==> src/tbs_pkg.sv <==
// constants of the trace buffer status register bank
// assumes a 12-bit byte address bus with one 32-bit word per register
//
// Operation
// RL1 - a 32-bit read-only register returns the trace RAM depth counted in words.
// RL2 - status bit 3 reads 1 while the formatter pipeline is empty and all data is in RAM, else 0.
// RL3 - status bit 2 reads 1 once the formatter has stopped by any configured method or capture is disabled, else 0.
// RL4 - completing an acquisition also sets the formatter halted flag in the formatter status register.
// RL5 - status bit 1 is set when a trigger is observed under the current formatter control setup, else reads 0.
// RL6 - the triggered bit reflects only trigger observation, never whether a trigger marker went into the data.
// RL7 - status bit 0 reads 1 once the RAM write pointer has wrapped and 0 while it has not.
// RL8 - eight fixed read-only identification words sit at 0xfe0 through 0xffc, four peripheral then four component.
// RL9 - capture is active exactly while the halted flag is 0 and capture enable is 1; the read pointer is not written then.
// RL10 - status bits 31 to 4 read zero and reading the status register has no side effects.
package tbs_pkg;
  localparam int unsigned ADDR_W = 12;
  localparam int unsigned DATA_W = 32;

  ////////////////////////////////////////////////////////////////////////////
  // register offsets
  localparam logic [11:0] OFF_RAM_DEPTH = 12'h004;
  localparam logic [11:0] OFF_STATUS = 12'h00c;
  localparam logic [11:0] OFF_IRQ_STATUS = 12'h010;
  localparam logic [11:0] OFF_IRQ_ENABLE = 12'h014;
  localparam logic [11:0] OFF_IRQ_CLEAR = 12'h018;
  localparam logic [11:0] OFF_CAPTURE_CTRL = 12'h020;
  localparam logic [11:0] OFF_FMT_STATUS = 12'h300;
  localparam logic [11:0] OFF_FMT_CTRL = 12'h304;
  localparam logic [11:0] OFF_PERIPH_ID0 = 12'hfe0;
  localparam logic [11:0] OFF_PERIPH_ID1 = 12'hfe4;
  localparam logic [11:0] OFF_PERIPH_ID2 = 12'hfe8;
  localparam logic [11:0] OFF_PERIPH_ID3 = 12'hfec;
  localparam logic [11:0] OFF_COMP_ID0 = 12'hff0;
  localparam logic [11:0] OFF_COMP_ID1 = 12'hff4;
  localparam logic [11:0] OFF_COMP_ID2 = 12'hff8;
  localparam logic [11:0] OFF_COMP_ID3 = 12'hffc;

  ////////////////////////////////////////////////////////////////////////////
  // buffer_status fields
  localparam int unsigned STS_FULL = 0;
  localparam int unsigned STS_TRIGGERED = 1;
  localparam int unsigned STS_DONE = 2;
  localparam int unsigned STS_DRAINED = 3;
  localparam int unsigned STS_W = 4;

  // irq fields: same layout in status, enable and clear
  localparam int unsigned IRQ_DONE = 0;
  localparam int unsigned IRQ_TRIG = 1;
  localparam int unsigned IRQ_FULL = 2;
  localparam int unsigned IRQ_W = 3;

  // capture_control_reg and formatter_status_reg fields
  localparam int unsigned CTL_ENABLE = 0;
  localparam int unsigned FSR_HALTED = 0;

  // formatter_control_reg fields
  localparam int unsigned FCR_TRIG_OBSERVE = 0;
  localparam int unsigned FCR_STOP_ON_TRIG = 1;
  localparam int unsigned FCR_STOP_NOW = 2;
  localparam int unsigned FCR_W = 3;

  ////////////////////////////////////////////////////////////////////////////
  // reset values and defaults
  localparam logic [31:0] RAM_DEPTH_DEFAULT = 32'h0000_0400;
  localparam logic [FCR_W-1:0] FCR_RESET = 3'h0;
  localparam logic [IRQ_W-1:0] IRQ_EN_RESET = 3'h0;
  localparam logic [31:0] RDATA_UNMAPPED = 32'h0000_0000;
endpackage : tbs_pkg

==> src/tbs_wrap_detect.sv <==
// RAM write pointer wrap detector of the trace buffer status bank
// assumes the pointer comes from logic on the same clock
`timescale 1ns/1ns
`default_nettype none
module tbs_wrap_detect #(
  parameter int unsigned PTR_W = 10
) (
  // clock and reset
  input wire logic clk,
  input wire logic rst_b,
  // pointer side
  input wire logic capture_active,
  input wire logic [PTR_W-1:0] wr_ptr,
  // result
  output logic wrap_pulse
);
  logic [PTR_W-1:0] prev_ptr_reg;

  always_ff @(posedge clk or negedge rst_b) begin
    if (!rst_b) begin
      prev_ptr_reg <= '0;
    end else begin
      prev_ptr_reg <= wr_ptr;
    end
  end

  // a pointer that steps backwards while capturing has rolled over the top
  always_ff @(posedge clk or negedge rst_b) begin
    if (!rst_b) begin
      wrap_pulse <= 1'b0;
    end else begin
      wrap_pulse <= capture_active && (wr_ptr < prev_ptr_reg); // RL7
    end
  end
endmodule // tbs_wrap_detect
`default_nettype wire

==> src/tbs_status_regs.sv <==
// status and identification register bank of the trace buffer
// assumes formatter, trigger and write pointer inputs come from logic on clk
//
// The plain strobed port was decided locally.
`timescale 1ns/1ns
`default_nettype none
module tbs_status_regs
  import tbs_pkg::*;
#(
  parameter logic [31:0] RAM_DEPTH = RAM_DEPTH_DEFAULT,
  parameter int unsigned PTR_W = 10,
  // identification words: values are arbitrary
  parameter logic [31:0] PERIPH_ID0 = 32'h0000_00a1,
  parameter logic [31:0] PERIPH_ID1 = 32'h0000_00a2,
  parameter logic [31:0] PERIPH_ID2 = 32'h0000_00a3,
  parameter logic [31:0] PERIPH_ID3 = 32'h0000_00a4,
  parameter logic [31:0] COMP_ID0 = 32'h0000_00c1,
  parameter logic [31:0] COMP_ID1 = 32'h0000_00c2,
  parameter logic [31:0] COMP_ID2 = 32'h0000_00c3,
  parameter logic [31:0] COMP_ID3 = 32'h0000_00c4
) (
  // clock and reset
  input wire logic clk,
  input wire logic rst_b,
  // register port
  input wire logic [ADDR_W-1:0] reg_addr,
  input wire logic [DATA_W-1:0] reg_wdata,
  input wire logic reg_wr,
  input wire logic reg_rd,
  output logic [DATA_W-1:0] reg_rdata,
  // formatter side
  input wire logic fmt_pipe_empty,
  input wire logic fmt_stop_evt,
  input wire logic trig_in,
  input wire logic [PTR_W-1:0] ram_wr_ptr,
  // control out
  output logic capture_enable_bit,
  output logic formatter_halted_flag,
  output logic capture_active,
  output logic [FCR_W-1:0] fmt_ctrl,
  // interrupt
  output logic irq
);

  ////////////////////////////////////////////////////////////////////////////
  // decode
  logic wr_ctl, wr_fcr, wr_irq_en, wr_irq_clr;
  logic start_evt, stop_now, trig_seen, stop_any, wrap_pulse;
  logic capture_done;
  logic triggered_reg, full_reg, done_prev_reg;
  logic [IRQ_W-1:0] irq_status_reg, irq_enable_reg, irq_evt;
  logic [STS_W-1:0] status_word;
  logic [DATA_W-1:0] rdata_next;

  // write strobe aimed at one offset; signals passed in so the assigns stay sensitive to them
  function automatic logic wr_hit(input logic wr, input logic [ADDR_W-1:0] addr, input logic [ADDR_W-1:0] off);
    return wr && (addr == off);
  endfunction

  assign wr_ctl = wr_hit(reg_wr, reg_addr, OFF_CAPTURE_CTRL);
  assign wr_fcr = wr_hit(reg_wr, reg_addr, OFF_FMT_CTRL);
  assign wr_irq_en = wr_hit(reg_wr, reg_addr, OFF_IRQ_ENABLE);
  assign wr_irq_clr = wr_hit(reg_wr, reg_addr, OFF_IRQ_CLEAR);

  // capture restarts when enable goes from 0 to 1
  assign start_evt = wr_ctl && reg_wdata[CTL_ENABLE] && !capture_enable_bit;
  assign stop_now = wr_fcr && reg_wdata[FCR_STOP_NOW];

  ////////////////////////////////////////////////////////////////////////////
  // capture control
  always_ff @(posedge clk or negedge rst_b) begin
    if (!rst_b) begin
      capture_enable_bit <= 1'b0;
    end else if (wr_ctl) begin
      capture_enable_bit <= reg_wdata[CTL_ENABLE];
    end
  end

  // stop_now is a request bit and never stays set
  always_ff @(posedge clk or negedge rst_b) begin
    if (!rst_b) begin
      fmt_ctrl <= FCR_RESET;
    end else if (wr_fcr) begin
      fmt_ctrl <= {1'b0, reg_wdata[FCR_STOP_ON_TRIG], reg_wdata[FCR_TRIG_OBSERVE]};
    end
  end

  assign capture_active = capture_enable_bit && !formatter_halted_flag; // RL9

  // trigger counts only when the formatter control asks it to be observed
  assign trig_seen = trig_in && fmt_ctrl[FCR_TRIG_OBSERVE] && capture_active; // RL5
  assign stop_any = fmt_stop_evt || stop_now || (trig_seen && fmt_ctrl[FCR_STOP_ON_TRIG]);

  ////////////////////////////////////////////////////////////////////////////
  // halted flag: a stop in the restart cycle wins
  always_ff @(posedge clk or negedge rst_b) begin
    if (!rst_b) begin
      formatter_halted_flag <= 1'b1;
    end else if (stop_any) begin
      formatter_halted_flag <= 1'b1; // RL4
    end else if (start_evt) begin
      formatter_halted_flag <= 1'b0;
    end else if (!capture_enable_bit) begin
      formatter_halted_flag <= 1'b1; // RL4
    end
  end

  assign capture_done = formatter_halted_flag || !capture_enable_bit; // RL3

  ////////////////////////////////////////////////////////////////////////////
  // sticky trigger and full flags, cleared by a capture restart
  always_ff @(posedge clk or negedge rst_b) begin
    if (!rst_b) begin
      triggered_reg <= 1'b0;
    end else if (trig_seen) begin
      triggered_reg <= 1'b1; // RL5 RL6
    end else if (start_evt) begin
      triggered_reg <= 1'b0;
    end
  end

  tbs_wrap_detect #(
    .PTR_W(PTR_W)
  ) tbs_wrap_detect_inst (
    .clk(clk),
    .rst_b(rst_b),
    .capture_active(capture_active),
    .wr_ptr(ram_wr_ptr),
    .wrap_pulse(wrap_pulse)
  );

  always_ff @(posedge clk or negedge rst_b) begin
    if (!rst_b) begin
      full_reg <= 1'b0;
    end else if (wrap_pulse) begin
      full_reg <= 1'b1; // RL7
    end else if (start_evt) begin
      full_reg <= 1'b0;
    end
  end

  assign status_word = {fmt_pipe_empty, capture_done, triggered_reg, full_reg}; // RL2 RL3 RL5 RL7

  ////////////////////////////////////////////////////////////////////////////
  // interrupts: set wins over clear
  always_ff @(posedge clk or negedge rst_b) begin
    if (!rst_b) begin
      done_prev_reg <= 1'b1;
    end else begin
      done_prev_reg <= capture_done;
    end
  end

  always_comb begin
    irq_evt = '0;
    irq_evt[IRQ_DONE] = capture_done && !done_prev_reg;
    irq_evt[IRQ_TRIG] = trig_seen && !triggered_reg;
    irq_evt[IRQ_FULL] = wrap_pulse && !full_reg;
  end

  always_ff @(posedge clk or negedge rst_b) begin
    if (!rst_b) begin
      irq_status_reg <= '0;
    end else if (wr_irq_clr) begin
      irq_status_reg <= (irq_status_reg & ~reg_wdata[IRQ_W-1:0]) | irq_evt;
    end else begin
      irq_status_reg <= irq_status_reg | irq_evt;
    end
  end

  always_ff @(posedge clk or negedge rst_b) begin
    if (!rst_b) begin
      irq_enable_reg <= IRQ_EN_RESET;
    end else if (wr_irq_en) begin
      irq_enable_reg <= reg_wdata[IRQ_W-1:0];
    end
  end

  assign irq = |(irq_status_reg & irq_enable_reg);

  ////////////////////////////////////////////////////////////////////////////
  // read path: no register has a read side effect
  always_comb begin
    rdata_next = RDATA_UNMAPPED;
    case (reg_addr)
      OFF_RAM_DEPTH: rdata_next = RAM_DEPTH; // RL1
      OFF_STATUS: rdata_next = {{(DATA_W-STS_W){1'b0}}, status_word}; // RL10
      OFF_IRQ_STATUS: rdata_next = {{(DATA_W-IRQ_W){1'b0}}, irq_status_reg};
      OFF_IRQ_ENABLE: rdata_next = {{(DATA_W-IRQ_W){1'b0}}, irq_enable_reg};
      OFF_CAPTURE_CTRL: rdata_next = {{(DATA_W-1){1'b0}}, capture_enable_bit};
      OFF_FMT_STATUS: rdata_next = {{(DATA_W-1){1'b0}}, formatter_halted_flag};
      OFF_FMT_CTRL: rdata_next = {{(DATA_W-FCR_W){1'b0}}, fmt_ctrl};
      OFF_PERIPH_ID0: rdata_next = PERIPH_ID0; // RL8
      OFF_PERIPH_ID1: rdata_next = PERIPH_ID1; // RL8
      OFF_PERIPH_ID2: rdata_next = PERIPH_ID2; // RL8
      OFF_PERIPH_ID3: rdata_next = PERIPH_ID3; // RL8
      OFF_COMP_ID0: rdata_next = COMP_ID0; // RL8
      OFF_COMP_ID1: rdata_next = COMP_ID1; // RL8
      OFF_COMP_ID2: rdata_next = COMP_ID2; // RL8
      OFF_COMP_ID3: rdata_next = COMP_ID3; // RL8
      default: rdata_next = RDATA_UNMAPPED;
    endcase
  end

  // data is held for one cycle only, zero otherwise
  always_ff @(posedge clk or negedge rst_b) begin
    if (!rst_b) begin
      reg_rdata <= '0;
    end else if (reg_rd) begin
      reg_rdata <= rdata_next;
    end else begin
      reg_rdata <= '0;
    end
  end

  ////////////////////////////////////////////////////////////////////////////
  // checks
  a_depth_read: assert property (@(posedge clk) disable iff (!rst_b) // RL1
    reg_rd && reg_addr == OFF_RAM_DEPTH |=> reg_rdata == RAM_DEPTH)
    else $error("depth register read wrong value");

  a_drained_bit: assert property (@(posedge clk) disable iff (!rst_b) // RL2
    reg_rd && reg_addr == OFF_STATUS |=> reg_rdata[STS_DRAINED] == $past(fmt_pipe_empty))
    else $error("drained bit does not follow pipeline empty");

  a_done_when_off: assert property (@(posedge clk) disable iff (!rst_b) // RL3
    reg_rd && reg_addr == OFF_STATUS && !capture_enable_bit |=> reg_rdata[STS_DONE])
    else $error("capture done low while capture disabled");

  a_stop_halts: assert property (@(posedge clk) disable iff (!rst_b) // RL4
    fmt_stop_evt |=> formatter_halted_flag ##1 (formatter_halted_flag || capture_enable_bit))
    else $error("stop event did not set halted flag");

  a_trig_sets: assert property (@(posedge clk) disable iff (!rst_b) // RL5
    trig_in && fmt_ctrl[FCR_TRIG_OBSERVE] && capture_active |=> triggered_reg)
    else $error("observed trigger not recorded");

  a_trig_ignored: assert property (@(posedge clk) disable iff (!rst_b) // RL6
    !triggered_reg && !(trig_in && fmt_ctrl[FCR_TRIG_OBSERVE]) |=> !triggered_reg)
    else $error("triggered bit set without observed trigger");

  a_full_sticky: assert property (@(posedge clk) disable iff (!rst_b) // RL7
    wrap_pulse |=> full_reg [*2] or (full_reg ##1 $past(start_evt)))
    else $error("full flag not held after wrap");

  a_ident_word: assert property (@(posedge clk) disable iff (!rst_b) // RL8
    reg_rd && reg_addr == OFF_COMP_ID3 |=> reg_rdata == COMP_ID3)
    else $error("identification word wrong");

  a_active_def: assert property (@(posedge clk) disable iff (!rst_b) // RL9
    $rose(capture_active) |-> $past(start_evt) && capture_enable_bit)
    else $error("capture active without a restart");

  a_reserved_zero: assert property (@(posedge clk) disable iff (!rst_b) // RL10
    reg_rd && reg_addr == OFF_STATUS |=>
    reg_rdata[DATA_W-1:STS_W] == '0 && irq_status_reg == ($past(irq_status_reg) | $past(irq_evt)))
    else $error("status read nonzero reserved bits or side effect");

  a_rdata_idle: assert property (@(posedge clk) disable iff (!rst_b) // RL10
    !reg_rd |=> reg_rdata == '0)
    else $error("read data not zero outside read cycle");

  a_trig_status: assert property (@(posedge clk) disable iff (!rst_b) // RL5
    reg_rd && reg_addr == OFF_STATUS |=> reg_rdata[STS_TRIGGERED] == $past(triggered_reg))
    else $error("triggered bit read wrong");

  a_full_status: assert property (@(posedge clk) disable iff (!rst_b) // RL7
    reg_rd && reg_addr == OFF_STATUS |=> reg_rdata[STS_FULL] == $past(full_reg))
    else $error("full bit read wrong");

  a_done_status: assert property (@(posedge clk) disable iff (!rst_b) // RL3
    reg_rd && reg_addr == OFF_STATUS |=>
    reg_rdata[STS_DONE] == ($past(formatter_halted_flag) || !$past(capture_enable_bit)))
    else $error("done bit read wrong");

  a_any_stop_halts: assert property (@(posedge clk) disable iff (!rst_b) // RL4
    stop_any |=> formatter_halted_flag)
    else $error("stop did not halt formatter");

  a_off_halts: assert property (@(posedge clk) disable iff (!rst_b) // RL4
    !capture_enable_bit && !start_evt |=> formatter_halted_flag)
    else $error("halted flag low while capture disabled");

  a_start_clears: assert property (@(posedge clk) disable iff (!rst_b) // RL9
    start_evt && !stop_any && !wrap_pulse |=> capture_active && !triggered_reg && !full_reg)
    else $error("restart did not activate capture or clear flags");

  a_enable_write: assert property (@(posedge clk) disable iff (!rst_b) // RL9
    wr_ctl |=> capture_enable_bit == $past(reg_wdata[CTL_ENABLE]))
    else $error("capture enable not written");

  a_wrap_active: assert property (@(posedge clk) disable iff (!rst_b) // RL7
    wrap_pulse |-> $past(capture_active))
    else $error("wrap seen while capture inactive");

  a_trig_stops: assert property (@(posedge clk) disable iff (!rst_b) // RL5
    trig_seen && fmt_ctrl[FCR_STOP_ON_TRIG] |=> formatter_halted_flag && triggered_reg)
    else $error("stop on trigger did not halt");

  a_stop_req_clear: assert property (@(posedge clk) disable iff (!rst_b) // RL3
    !fmt_ctrl[FCR_STOP_NOW])
    else $error("stop request bit stayed set");

  a_irq_set_wins: assert property (@(posedge clk) disable iff (!rst_b) // RL7
    irq_evt[IRQ_FULL] |=> irq_status_reg[IRQ_FULL])
    else $error("full event not latched in interrupt status");

  a_irq_clears: assert property (@(posedge clk) disable iff (!rst_b) // RL5
    wr_irq_clr && reg_wdata[IRQ_TRIG] && !irq_evt[IRQ_TRIG] |=> !irq_status_reg[IRQ_TRIG])
    else $error("interrupt status bit not cleared");

  a_periph_first: assert property (@(posedge clk) disable iff (!rst_b) // RL8
    reg_rd && reg_addr == OFF_PERIPH_ID0 |=> reg_rdata == PERIPH_ID0)
    else $error("first identification word wrong");
endmodule // tbs_status_regs
`default_nettype wire

==> config.mk <==
export PLATFORM = sky130hd
export DESIGN_NAME = tbs_status_regs
export DESIGN_NICKNAME = d
export VERILOG_FILES = /design/src/tbs_pkg.sv /design/src/tbs_wrap_detect.sv /design/src/tbs_status_regs.sv
export SDC_FILE = /design/constraint.sdc
export NUM_CORES = 1
export LEC_CHECK = 0
export BUFFER_PORTS_ARGS = -buffer_cell sky130_fd_sc_hd__buf_2
export CAP_MARGIN = 10
export CORE_MARGIN = 3
export CORE_UTILIZATION = 30
export DETAILED_ROUTE_END_ITERATION = 6
export PLACE_DENSITY_LB_ADDON = 0.25
export SLEW_MARGIN = 20
export SYNTH_ARGS = -nofsm -noshare
export SYNTH_HDL_FRONTEND = slang
export SYNTH_SLANG_ARGS = --single-unit
==> constraint.sdc <==
create_clock -name clk -period 1.55 [get_ports clk]
set_clock_uncertainty 0.1 [all_clocks]
set_input_delay 0.0775 -clock clk [delete_from_list [all_inputs] [get_ports clk]]
set_output_delay 0.0775 -clock clk [all_outputs]
set_load 0.03 [all_outputs]
==> results.yml, run 1 <==
yosys:
  yosysTopAreaCell: "dfrtp_1"
  seq_area_frac_synth_pct: 44.65
  synth.most_common_cell: "dfrtp_1"
  synth-main-ff-cell: "dfrtp_1"
  syn_inst: 173
  synth_area_um2: 1799
  yosysWarnings: 0
  async_flop_share_pct: 100.0
  yosys-top-cells-count: "dfrtp_1, buf_4, inv_1"
  yosys.cell_types.count: 46
  synth_top_cell_area_share_pct: 41.72
  syn_area_per_cell_um2: 10.40
  synthTopCellsByArea: "dfrtp_1, buf_4, ha_1"
  synth_edf_count: 0
  ys_seq_elements: 32
floorplanning:
  io_pins: 100
  initial_core_util_pct: 31.89
  core_um2: 5642
  die_h_um: 83.45
  rows: 27
  die_x_um: 83.45
  dieArea_um2: 6963
sta:
  finalCritPeriodShare_pct: 111.5
  fin_crit_ns: 1.728
  whs_ns: -0.1794
  fmax_mhz: 578.8
  rsz0062_at_grt: "true"
  final-hold-violation-count: 1
  setup_viol: 5
  setup_ws_ns: -0.1778
  slew_viol_final: 0
finish:
  nNetsFinal: 330
  fin_util_pct: 44.11
  drive_above_1_share_pct: 36.78
  multiInputGateArea_um2: 869.6
  syn2layout_area_growth_pct: 38.32
  insertedDiodeCount: 0
  nFillCells: 569
  final-instance-count-excl-fill: 333
  seq_area_um2: 803.3
  largest_reg_flops: 10
critical_path:
  timing.critical_path.buf_inv: 1
  cp-start-kind: "flip-flop"
  worstPathCellList: "inv_1 -> ha_1 -> or4_4 -> o2111ai_2 -> o21ai_2 -> a211oi_2"
  crit_slowest_cell: "or4_4"
  critical_path.endpoint_type: "flip-flop"
  path_delay_family: "simple AND/OR/NAND/NOR gates"
  criticalPathCategory: "reg2reg"
  crit_fanout: 1
  cp.required_ns: 1.65
  critPathArrivalTime_ns: 1.82
  cpPeakStageDelay_ns: 0.52
placement:
  gp_congestion: 0.8026
  hpwlAfterDp_mm: 3.234
  dp_cells: 307
  port_buffers: 45
clock_tree:
  h-tree-depth: 2
  hold_buffers: 17
  cts_buffers: 5
  clk_pin_slew_ns: 0.07
  clkLatencyLatePin_ns: 0.28
  clockRootBuffer: "clkbuf_8"
  clock_tree.buffer_depth: 2
  cts_tree: "built"
  cts.sinks: 32
drt:
  drtIter0Drc: 66
  drcViolationCount: 0
  routed_wl_mm: 4.331
  num_vias: 1498
  drtPass1Iterations: 4
  wl_per_cell_um: 13.01
  ant_nets: 0
  via_per_inst: 4.498
min_path:
  hp-class: "in2reg"
flow_run:
  maxCapViolations: 0
global_route:
  grt_max_degree: 33
  antenna_found_initial: 0
  grt_usage_pct: 12.49
  gr-total-overflow: 0
  grt_pass1_vias: 1439
  grt_pass1_wl_mm: 6.996
pwr:
  leakagePower_nw: 1.241
  power.total_mw: 1.826
  irDropWorstVdd_v: 0.0003440
  power_density_nw_per_um2: 733.9
outcome:
  status: "finished with violations"
  failed_checks: "hold timing, setup timing"
cells in the final DEF, fill, tap and decap left out, types with 2 or more instances in the layout:
cell type,n
clkbuf_1,2
and2_1,2
nor2b_1,3
nand3_1,5
dfstp_2,2
nand2b_1,4
inv_1,15
o31a_2,2
nor4_1,3
ha_1,9
conb_1,25
dfrtp_1,30
o21ai_0,6
o2bb2ai_1,3
a22oi_1,2
dlygate4sd3_1,17
clkbuf_8,6
o21a_1,2
a21o_1,2
nand2_1,10
nand4_1,2
nor2_1,5
buf_2,42
mux2_2,6
buf_6,3
buf_4,22
or4_4,3
nor3b_1,2
through the flow:
stage | instance area (um2) | hold WS [ns] | setup slack, ns | TNS (ns)
finish | 2489 | -0.1794 | -0.1778 | -0.2649
detailed placement | 2160 | 0.02690 | -0.3745 | -3.843
floorplan | 1889 | -0.3181 | -0.1531 | -1.051
global route | 2489 | -0.1876 | -0.2685 | -0.9461
CTS | 2446 | -0.1900 | -0.1679 | -0.1763
global placement | 2160 | 0.02449 | -0.3768 | -3.902
power by group:
group / switching [mW] / leakage (nW) / internal, mW
logic: 0.193 / 0.800 / 0.125
registers: 0.00419 / 0.396 / 0.850
clock network: 0.294 / 0.0455 / 0.362
metal layers:
metal  vias to the layer above  routed length, um  GRT usage (%)
li1                        745                  -              -
met1                       693               1942          17.22
met2                        51               2036          18.59
met3                         9                266          3.175
met4                         0                 85          5.117
met5                         -                  0              0
cells by family (layout without fill, tap and decap cells):
logic type | after synthesis | in the layout | share of synthesized area, %
and+or+nand+nor | 50 | 50 | 16.62
buffers and inverters | 43 | 107 | 14.40
DFF | 32 | 32 | 44.65
AOI/OAI and AO/OA | 31 | 31 | 13.56
adders and majority gates | 9 | 9 | 6.259
muxes | 7 | 7 | 4.311
other | 1 | 25 | 0.2084
worst paths after layout:
| kind | start | to | slack (ns) | cells past startpoint |
|---|---|---|---|---|
| worst min register to register | tbs_wrap_detect_inst.wrap_pulse | full_reg | 0.38 | 2 |
| worst max register to register | tbs_wrap_detect_inst.prev_ptr_reg[3] | tbs_wrap_detect_inst.wrap_pulse | -0.18 | 6 |
| min in group asynchronous | rst_b | tbs_wrap_detect_inst.prev_ptr_reg[5] | 0.25 | 3 |
| worst min-delay path | ram_wr_ptr[3] | tbs_wrap_detect_inst.prev_ptr_reg[3] | -0.18 | 1 |
| max in group asynchronous | rst_b | done_prev_reg | 0.77 | 3 |
| worst max-delay path | tbs_wrap_detect_inst.prev_ptr_reg[3] | tbs_wrap_detect_inst.wrap_pulse | -0.18 | 6 |
final cells by class:
| type | count | area share, % |
|---|---|---|
| clock buffer | 8 | 3.620 |
| inverter | 15 | 2.262 |
| multi-input combinational | 122 | 34.94 |
| sequential | 32 | 32.28 |
| tap | 72 | 3.620 |
| timing repair buffer | 84 | 23.28 |
worst register-to-register path: stages, from the launching register on:
cell and delay (ns):
dfrtp_1 0.36, inv_1 0.05, ha_1 0.21, or4_4 0.52, o2111ai_2 0.09, o21ai_2 0.09, a211oi_2 0.22
repair_timing:
action                                 in CTS  in global routing
pin swaps                                   3                  3
buffers inserted                            0                  1
endpoints found under the hold margin      49                  1
setup endpoints to repair                   8                  6
gates resized for setup                     5                  8
(Power assumes the default switching activity.)
==> run 2, diff against run 1 <==
--- a/config.mk
+++ b/config.mk
@@ -7,6 +7,7 @@
 export LEC_CHECK = 0
 export BUFFER_PORTS_ARGS = -buffer_cell sky130_fd_sc_hd__buf_2
 export CAP_MARGIN = 10
+export CORE_ASPECT_RATIO = 2
 export CORE_MARGIN = 3
 export CORE_UTILIZATION = 30
 export DETAILED_ROUTE_END_ITERATION = 6
==> run 2 against run 1 <==
The run ends with setup timing left. Via count rose by 2.0%. Wire length rose by 3.3%. Core utilization rose by 0.65 points. Non-clock buffer count rose by 4. Maximum frequency rose by 1.5%. Hold slack improved by 0.21 ns. Global-route usage rose by 0.90 points. Clock power rose by 56%.
==> results.yml, run 2 (synthesis gave the netlist of run 1 again) <==
outcome:
  status: "finished with violations"
  failed_checks: "setup timing"
clock_tree:
  cts_tree: "built"
  clk_pin_slew_ns: 0.05
  clockRootBuffer: "clkbuf_16"
  cts.sinks: 32
  cts_buffers: 5
  h-tree-depth: 2
  clkLatencyLatePin_ns: 0.27
  clock_tree.buffer_depth: 2
  post_cts_buffers: 0
flow_run:
  maxCapViolations: 0
finish:
  layout_common_cells: "buf_2, dfrtp_1, buf_4, conb_1, dlygate4sd3_1"
  nNetsFinal: 334
  layout_commonest_cell: "buf_2"
  syn2layout_area_growth_pct: 43.25
  fin_util_pct: 44.76
  drive_above_1_share_pct: 38.87
  insertedDiodeCount: 0
  final-instance-count-excl-fill: 326
  largest_reg_flops: 10
drt:
  routed_wl_mm: 4.474
  wl_per_cell_um: 13.72
  drtIter0Drc: 28
  drcViolationCount: 0
  num_vias: 1528
  drtPass1Iterations: 4
  via_per_inst: 4.687
  ant_nets: 0
pwr:
  leakagePower_nw: 1.301
  power_density_nw_per_um2: 852.2
  power.total_mw: 2.196
  irDropWorstVdd_v: 0.0006984
critical_path:
  critical_path.endpoint_type: "flip-flop"
  cp.required_ns: 1.63
  critPathArrivalTime_ns: 1.78
  ff2ff_setup_slack_ns: -0.15
  criticalPathCategory: "reg2reg"
  cp-start-kind: "flip-flop"
  crit_fanout: 1
placement:
  port_buffers: 45
  pre_cts_slack_ns: -0.3680
  dp_cells: 301
  hpwlAfterDp_mm: 3.657
  gp_congestion: 0.8018
sta:
  final-hold-violation-count: 0
  finalCritPeriodShare_pct: 109.9
  rsz0062_at_grt: "true"
  fin_crit_ns: 1.703
  setup_viol: 5
  fmax_mhz: 587.3
  slew_viol_final: 0
  setup_ws_ns: -0.1528
global_route:
  grt_pass1_vias: 1510
  grt_util_met1_pct: 14.08
  grt_usage_pct: 13.39
  met2_usage_pct: 25.45
  gr-total-overflow: 0
  grt_max_degree: 18
  grt_pass1_wl_mm: 6.941
  top_usage_layer: "met2"
  antenna_found_initial: 0
  gr-usage-met3_pct: 2.676
floorplanning:
  io_pins: 100
  core_um2: 5758
  rows: 39
  initial_core_util_pct: 31.25
  die_x_um: 60.76
  die_h_um: 115.5
  dieArea_um2: 7019
min_path:
  hp-class: "in2reg"
run 2: cell types whose count changed in the layout (fill, tap and decap cells not counted), moves of 2 or more:
cell,before,now
nor4_2,0,2
clkbuf_16,0,5
clkbuf_8,6,2
buf_6,3,1
buf_4,22,26
run 2: routing by layer:
metal | part of all wire (%) | vias to the layer above
met5 | 0 | -
met4 | 1.2 | 0
met3 | 4.3 | 5
met2 | 59 | 46
met1 | 35 | 730
li1 | - | 747
run 2: path summary, 6_finish.rpt:
| path | startpoint | endpoint | cells past startpoint |
|---|---|---|---|
| max in group asynchronous | rst_b | irq_status_reg[2] | 3 |
| setup / recovery | tbs_wrap_detect_inst.prev_ptr_reg[3] | tbs_wrap_detect_inst.wrap_pulse | 6 |
| min in group asynchronous | rst_b | irq_status_reg[0] | 2 |
| hold reg to reg | tbs_wrap_detect_inst.wrap_pulse | full_reg | 2 |
| hold / removal | reg_wdata[0] | fmt_ctrl[0] | 2 |
| setup reg to reg | tbs_wrap_detect_inst.prev_ptr_reg[3] | tbs_wrap_detect_inst.wrap_pulse | 6 |
run 2: critical path, stage by stage (launching register included):
cell and delay (ns):
dfrtp_1 0.35, inv_1 0.05, ha_1 0.21, or4_1 0.52, o2111ai_2 0.09, o21ai_2 0.08, a211oi_2 0.20
run 2: per-stage QoR:
step | hold WS (ns) | TNS (ns) | cell area [um2]
after floorplan | -0.3181 | -1.051 | 1889
after global placement | -0.06642 | -4.159 | 2196
after detailed placement | -0.06528 | -4.295 | 2196
after CTS | -0.1747 | -0.3507 | 2539
after global routing | 0.03861 | -0.7575 | 2577
final | 0.02737 | -0.3780 | 2577
run 2: area by class of cell:
type                       count  area [um2]
clock buffer                   8       156.4
fill                         592        3181
inverter                      15       56.30
multi-input combinational    122       873.3
sequential                    32       803.3
tap                           61       76.32
timing repair buffer          88       611.8
run 2: power by group:
group | internal [mW] | switching (mW)
clock network | 0.683 | 0.337
registers | 0.851 | 0.00441
logic | 0.129 | 0.193
run 2: timing repair:
action,4_1_cts,5_1_grt
hold endpoints to repair,48,1
hold buffers,16,1
pin swaps,0,1
gates resized for setup,5,7
endpoints found under the setup margin,10,13
==> run 3, diff against run 2 <==
--- a/config.mk
+++ b/config.mk
@@ -7,9 +7,9 @@
 export LEC_CHECK = 0
 export BUFFER_PORTS_ARGS = -buffer_cell sky130_fd_sc_hd__buf_2
 export CAP_MARGIN = 10
-export CORE_ASPECT_RATIO = 2
+export CORE_ASPECT_RATIO = 0.6
 export CORE_MARGIN = 3
-export CORE_UTILIZATION = 30
+export CORE_UTILIZATION = 40
 export DETAILED_ROUTE_END_ITERATION = 6
 export PLACE_DENSITY_LB_ADDON = 0.25
 export SLEW_MARGIN = 20
==> run 3 against run 2 <==
The flow still finishes with violations (setup timing). Global-route usage up 2.9 points. Core utilization up 15 points. Count of clock-buffer cells in the layout fell by 2. Hold slack improved by 0.055 ns. Final area decreased by 2.5%. Critical path depth unchanged. Critical endpoint unchanged. Maximum frequency down 2.5%. Non-clock buffer count did not move.
==> results.yml, run 3 (synthesis gave the netlist of run 1 again) <==
outcome:
  status: "finished with violations"
  failed_checks: "setup timing"
drt:
  drtPass1Iterations: 4
  wl_per_cell_um: 13.14
  routed_wl_mm: 4.270
  ant_nets: 0
  drtIter0Drc: 75
  via_per_inst: 4.631
  num_vias: 1505
  drcViolationCount: 0
finish:
  final_area_um2: 2512
  drive_above_1_share_pct: 39.25
  layout_common_cells: "buf_2, dfrtp_1, conb_1, buf_4, dlygate4sd3_1"
  syn2layout_area_growth_pct: 39.64
  layout_commonest_cell: "buf_2"
  nNetsFinal: 334
  largest_reg_flops: 10
  insertedDiodeCount: 0
floorplanning:
  core_um2: 4212
  initial_core_util_pct: 42.72
  rows: 18
  die_h_um: 57.95
  dieArea_um2: 5365
  io_pins: 100
  die_x_um: 92.59
critical_path:
  critPathArrivalTime_ns: 1.84
  critical_path.startpoint: "tbs_wrap_detect_inst.prev_ptr_reg[3]"
  criticalPathCategory: "reg2reg"
  crit_slowest_cell: "or4_4"
  r2r_end: "tbs_wrap_detect_inst.wrap_pulse"
  cp-endpoint: "tbs_wrap_detect_inst.wrap_pulse"
  crit_fanout: 1
  critical_path.endpoint_type: "flip-flop"
  ff2ff_setup_slack_ns: -0.20
  cp.required_ns: 1.64
  cpPeakStageDelay_ns: 0.53
  worstPathCellList: "inv_2 -> ha_4 -> or4_4 -> o2111ai_2 -> o21ai_1 -> a211oi_1"
  cp-start-kind: "flip-flop"
  rr_worst_depth: 6
  timing.rr.start: "tbs_wrap_detect_inst.prev_ptr_reg[3]"
clock_tree:
  clkLatencyLatePin_ns: 0.28
  cts_tree: "built"
  clock_tree.buffer_depth: 2
  h-tree-depth: 2
  clockRootBuffer: "clkbuf_8"
  clk_pin_slew_ns: 0.07
  cts_buffers: 5
  cts.sinks: 32
pwr:
  leakagePower_nw: 1.261
  clockPowerShare_pct: 35.8
  p_comb_share_pct: 17.5
  power_density_nw_per_um2: 729.1
  net-switching-power_uw: 499.8
  power.total_mw: 1.832
  irDropWorstVdd_v: 0.0003102
  pwr-share-seq_pct: 46.7
  p_sw_share_pct: 27.29
  cell_internal_pwr_mw: 1.332
placement:
  placed_area_um2: 2175
  port_buffers: 45
  gp_congestion: 0.8432
  pre_cts_slack_ns: -0.4527
  hpwlAfterDp_mm: 3.271
global_route:
  grt_usage_pct: 16.29
  antenna_found_initial: 0
  grt_pass1_vias: 1394
  grt_max_degree: 33
  gr-total-overflow: 0
  grt_pass1_wl_mm: 6.706
flow_run:
  maxCapViolations: 0
sta:
  whs_ns: 0.08269
  tightestPinTransition_ns: 0.6927
  setup_ws_ns: -0.1971
  slew_viol_final: 0
  fin_crit_ns: 1.747
  finalCritPeriodShare_pct: 112.7
  rsz0062_at_grt: "true"
  slew_headroom_pct: 53.82
  fmax_mhz: 572.4
  final-hold-violation-count: 0
  setup_viol: 5
min_path:
  whs_path_depth: 3
  hp-class: "in2reg"
==> run 3: how the worst min path moves through the flow <==
stage	slack, ns	to	startpoint
detailed placement	0.07	tbs_wrap_detect_inst.prev_ptr_reg[0]	rst_b
global route	0.1	reg_rdata[5]	reg_addr[4]
CTS	-0.20	tbs_wrap_detect_inst.prev_ptr_reg[3]	ram_wr_ptr[3]
floorplan	-0.32	capture_enable_bit	rst_b
finish	0.08	reg_rdata[5]	reg_addr[4]
global placement	0.07	tbs_wrap_detect_inst.prev_ptr_reg[1]	rst_b
==> run 3: stage by stage <==
stage                     setup TNS [ns]  std cells  utilization, %
after floorplan                   -1.051        197               -
after global placement            -3.794        299           51.63
after detailed placement          -4.501        299           51.63
after CTS                        -0.2515        324           58.29
after global routing             -0.6303        325           59.66
final                            -0.4455        325           59.66
==> run 3: metal layers <==
| metal | track usage, % | vias to the layer above | wire length, um |
|---|---|---|---|
| met5 | 0 | - | 0 |
| met4 | 4.228 | 0 | 29 |
| met3 | 5.058 | 4 | 277 |
| met2 | 20.52 | 52 | 1697 |
| met1 | 26.22 | 703 | 2266 |
| li1 | - | 746 | - |
==> run 3: what timing repair did <==
action / 4_1_cts / 5_1_grt
pin swaps: 1 / 3
endpoints found under the setup margin: 9 / 9
endpoints found under the hold margin: 51 / 1
setup buffers: 0 / 0
resized for setup: 3 / 10
hold buffers: 17 / 1
==> run 3: cell type report <==
class	instances	area, um2
fillers	372	1699
multi-input cells	122	885.9
flip-flops and latches	32	803.3
repair buffers	88	599.3
clock buffers	6	82.58
well taps	60	75.07
inverters	15	56.30
clock inverters	2	10.01
==> run 3: critical path, delay by kind of cell (launching register included) <==
family,cells,cell delay (ns)
buffers and inverters,1,0.06
AND/OR/NAND/NOR,1,0.53
adder cells (fa/ha/maj),1,0.18
flip-flops,1,0.38
AO/OA/AOI/OAI,3,0.39
==> run 3: power groups by stage <==
stage          clock network, mW  logic [mW]  registers (mW)
2_1_floorplan                  0       0.198           0.869
3_3_place_gp                   0       0.262           0.869
3_5_place_dp                   0       0.263           0.869
4_1_cts                    0.677       0.299           0.854
5_1_grt                    0.713       0.354           0.856
6_report                   0.657       0.321           0.855
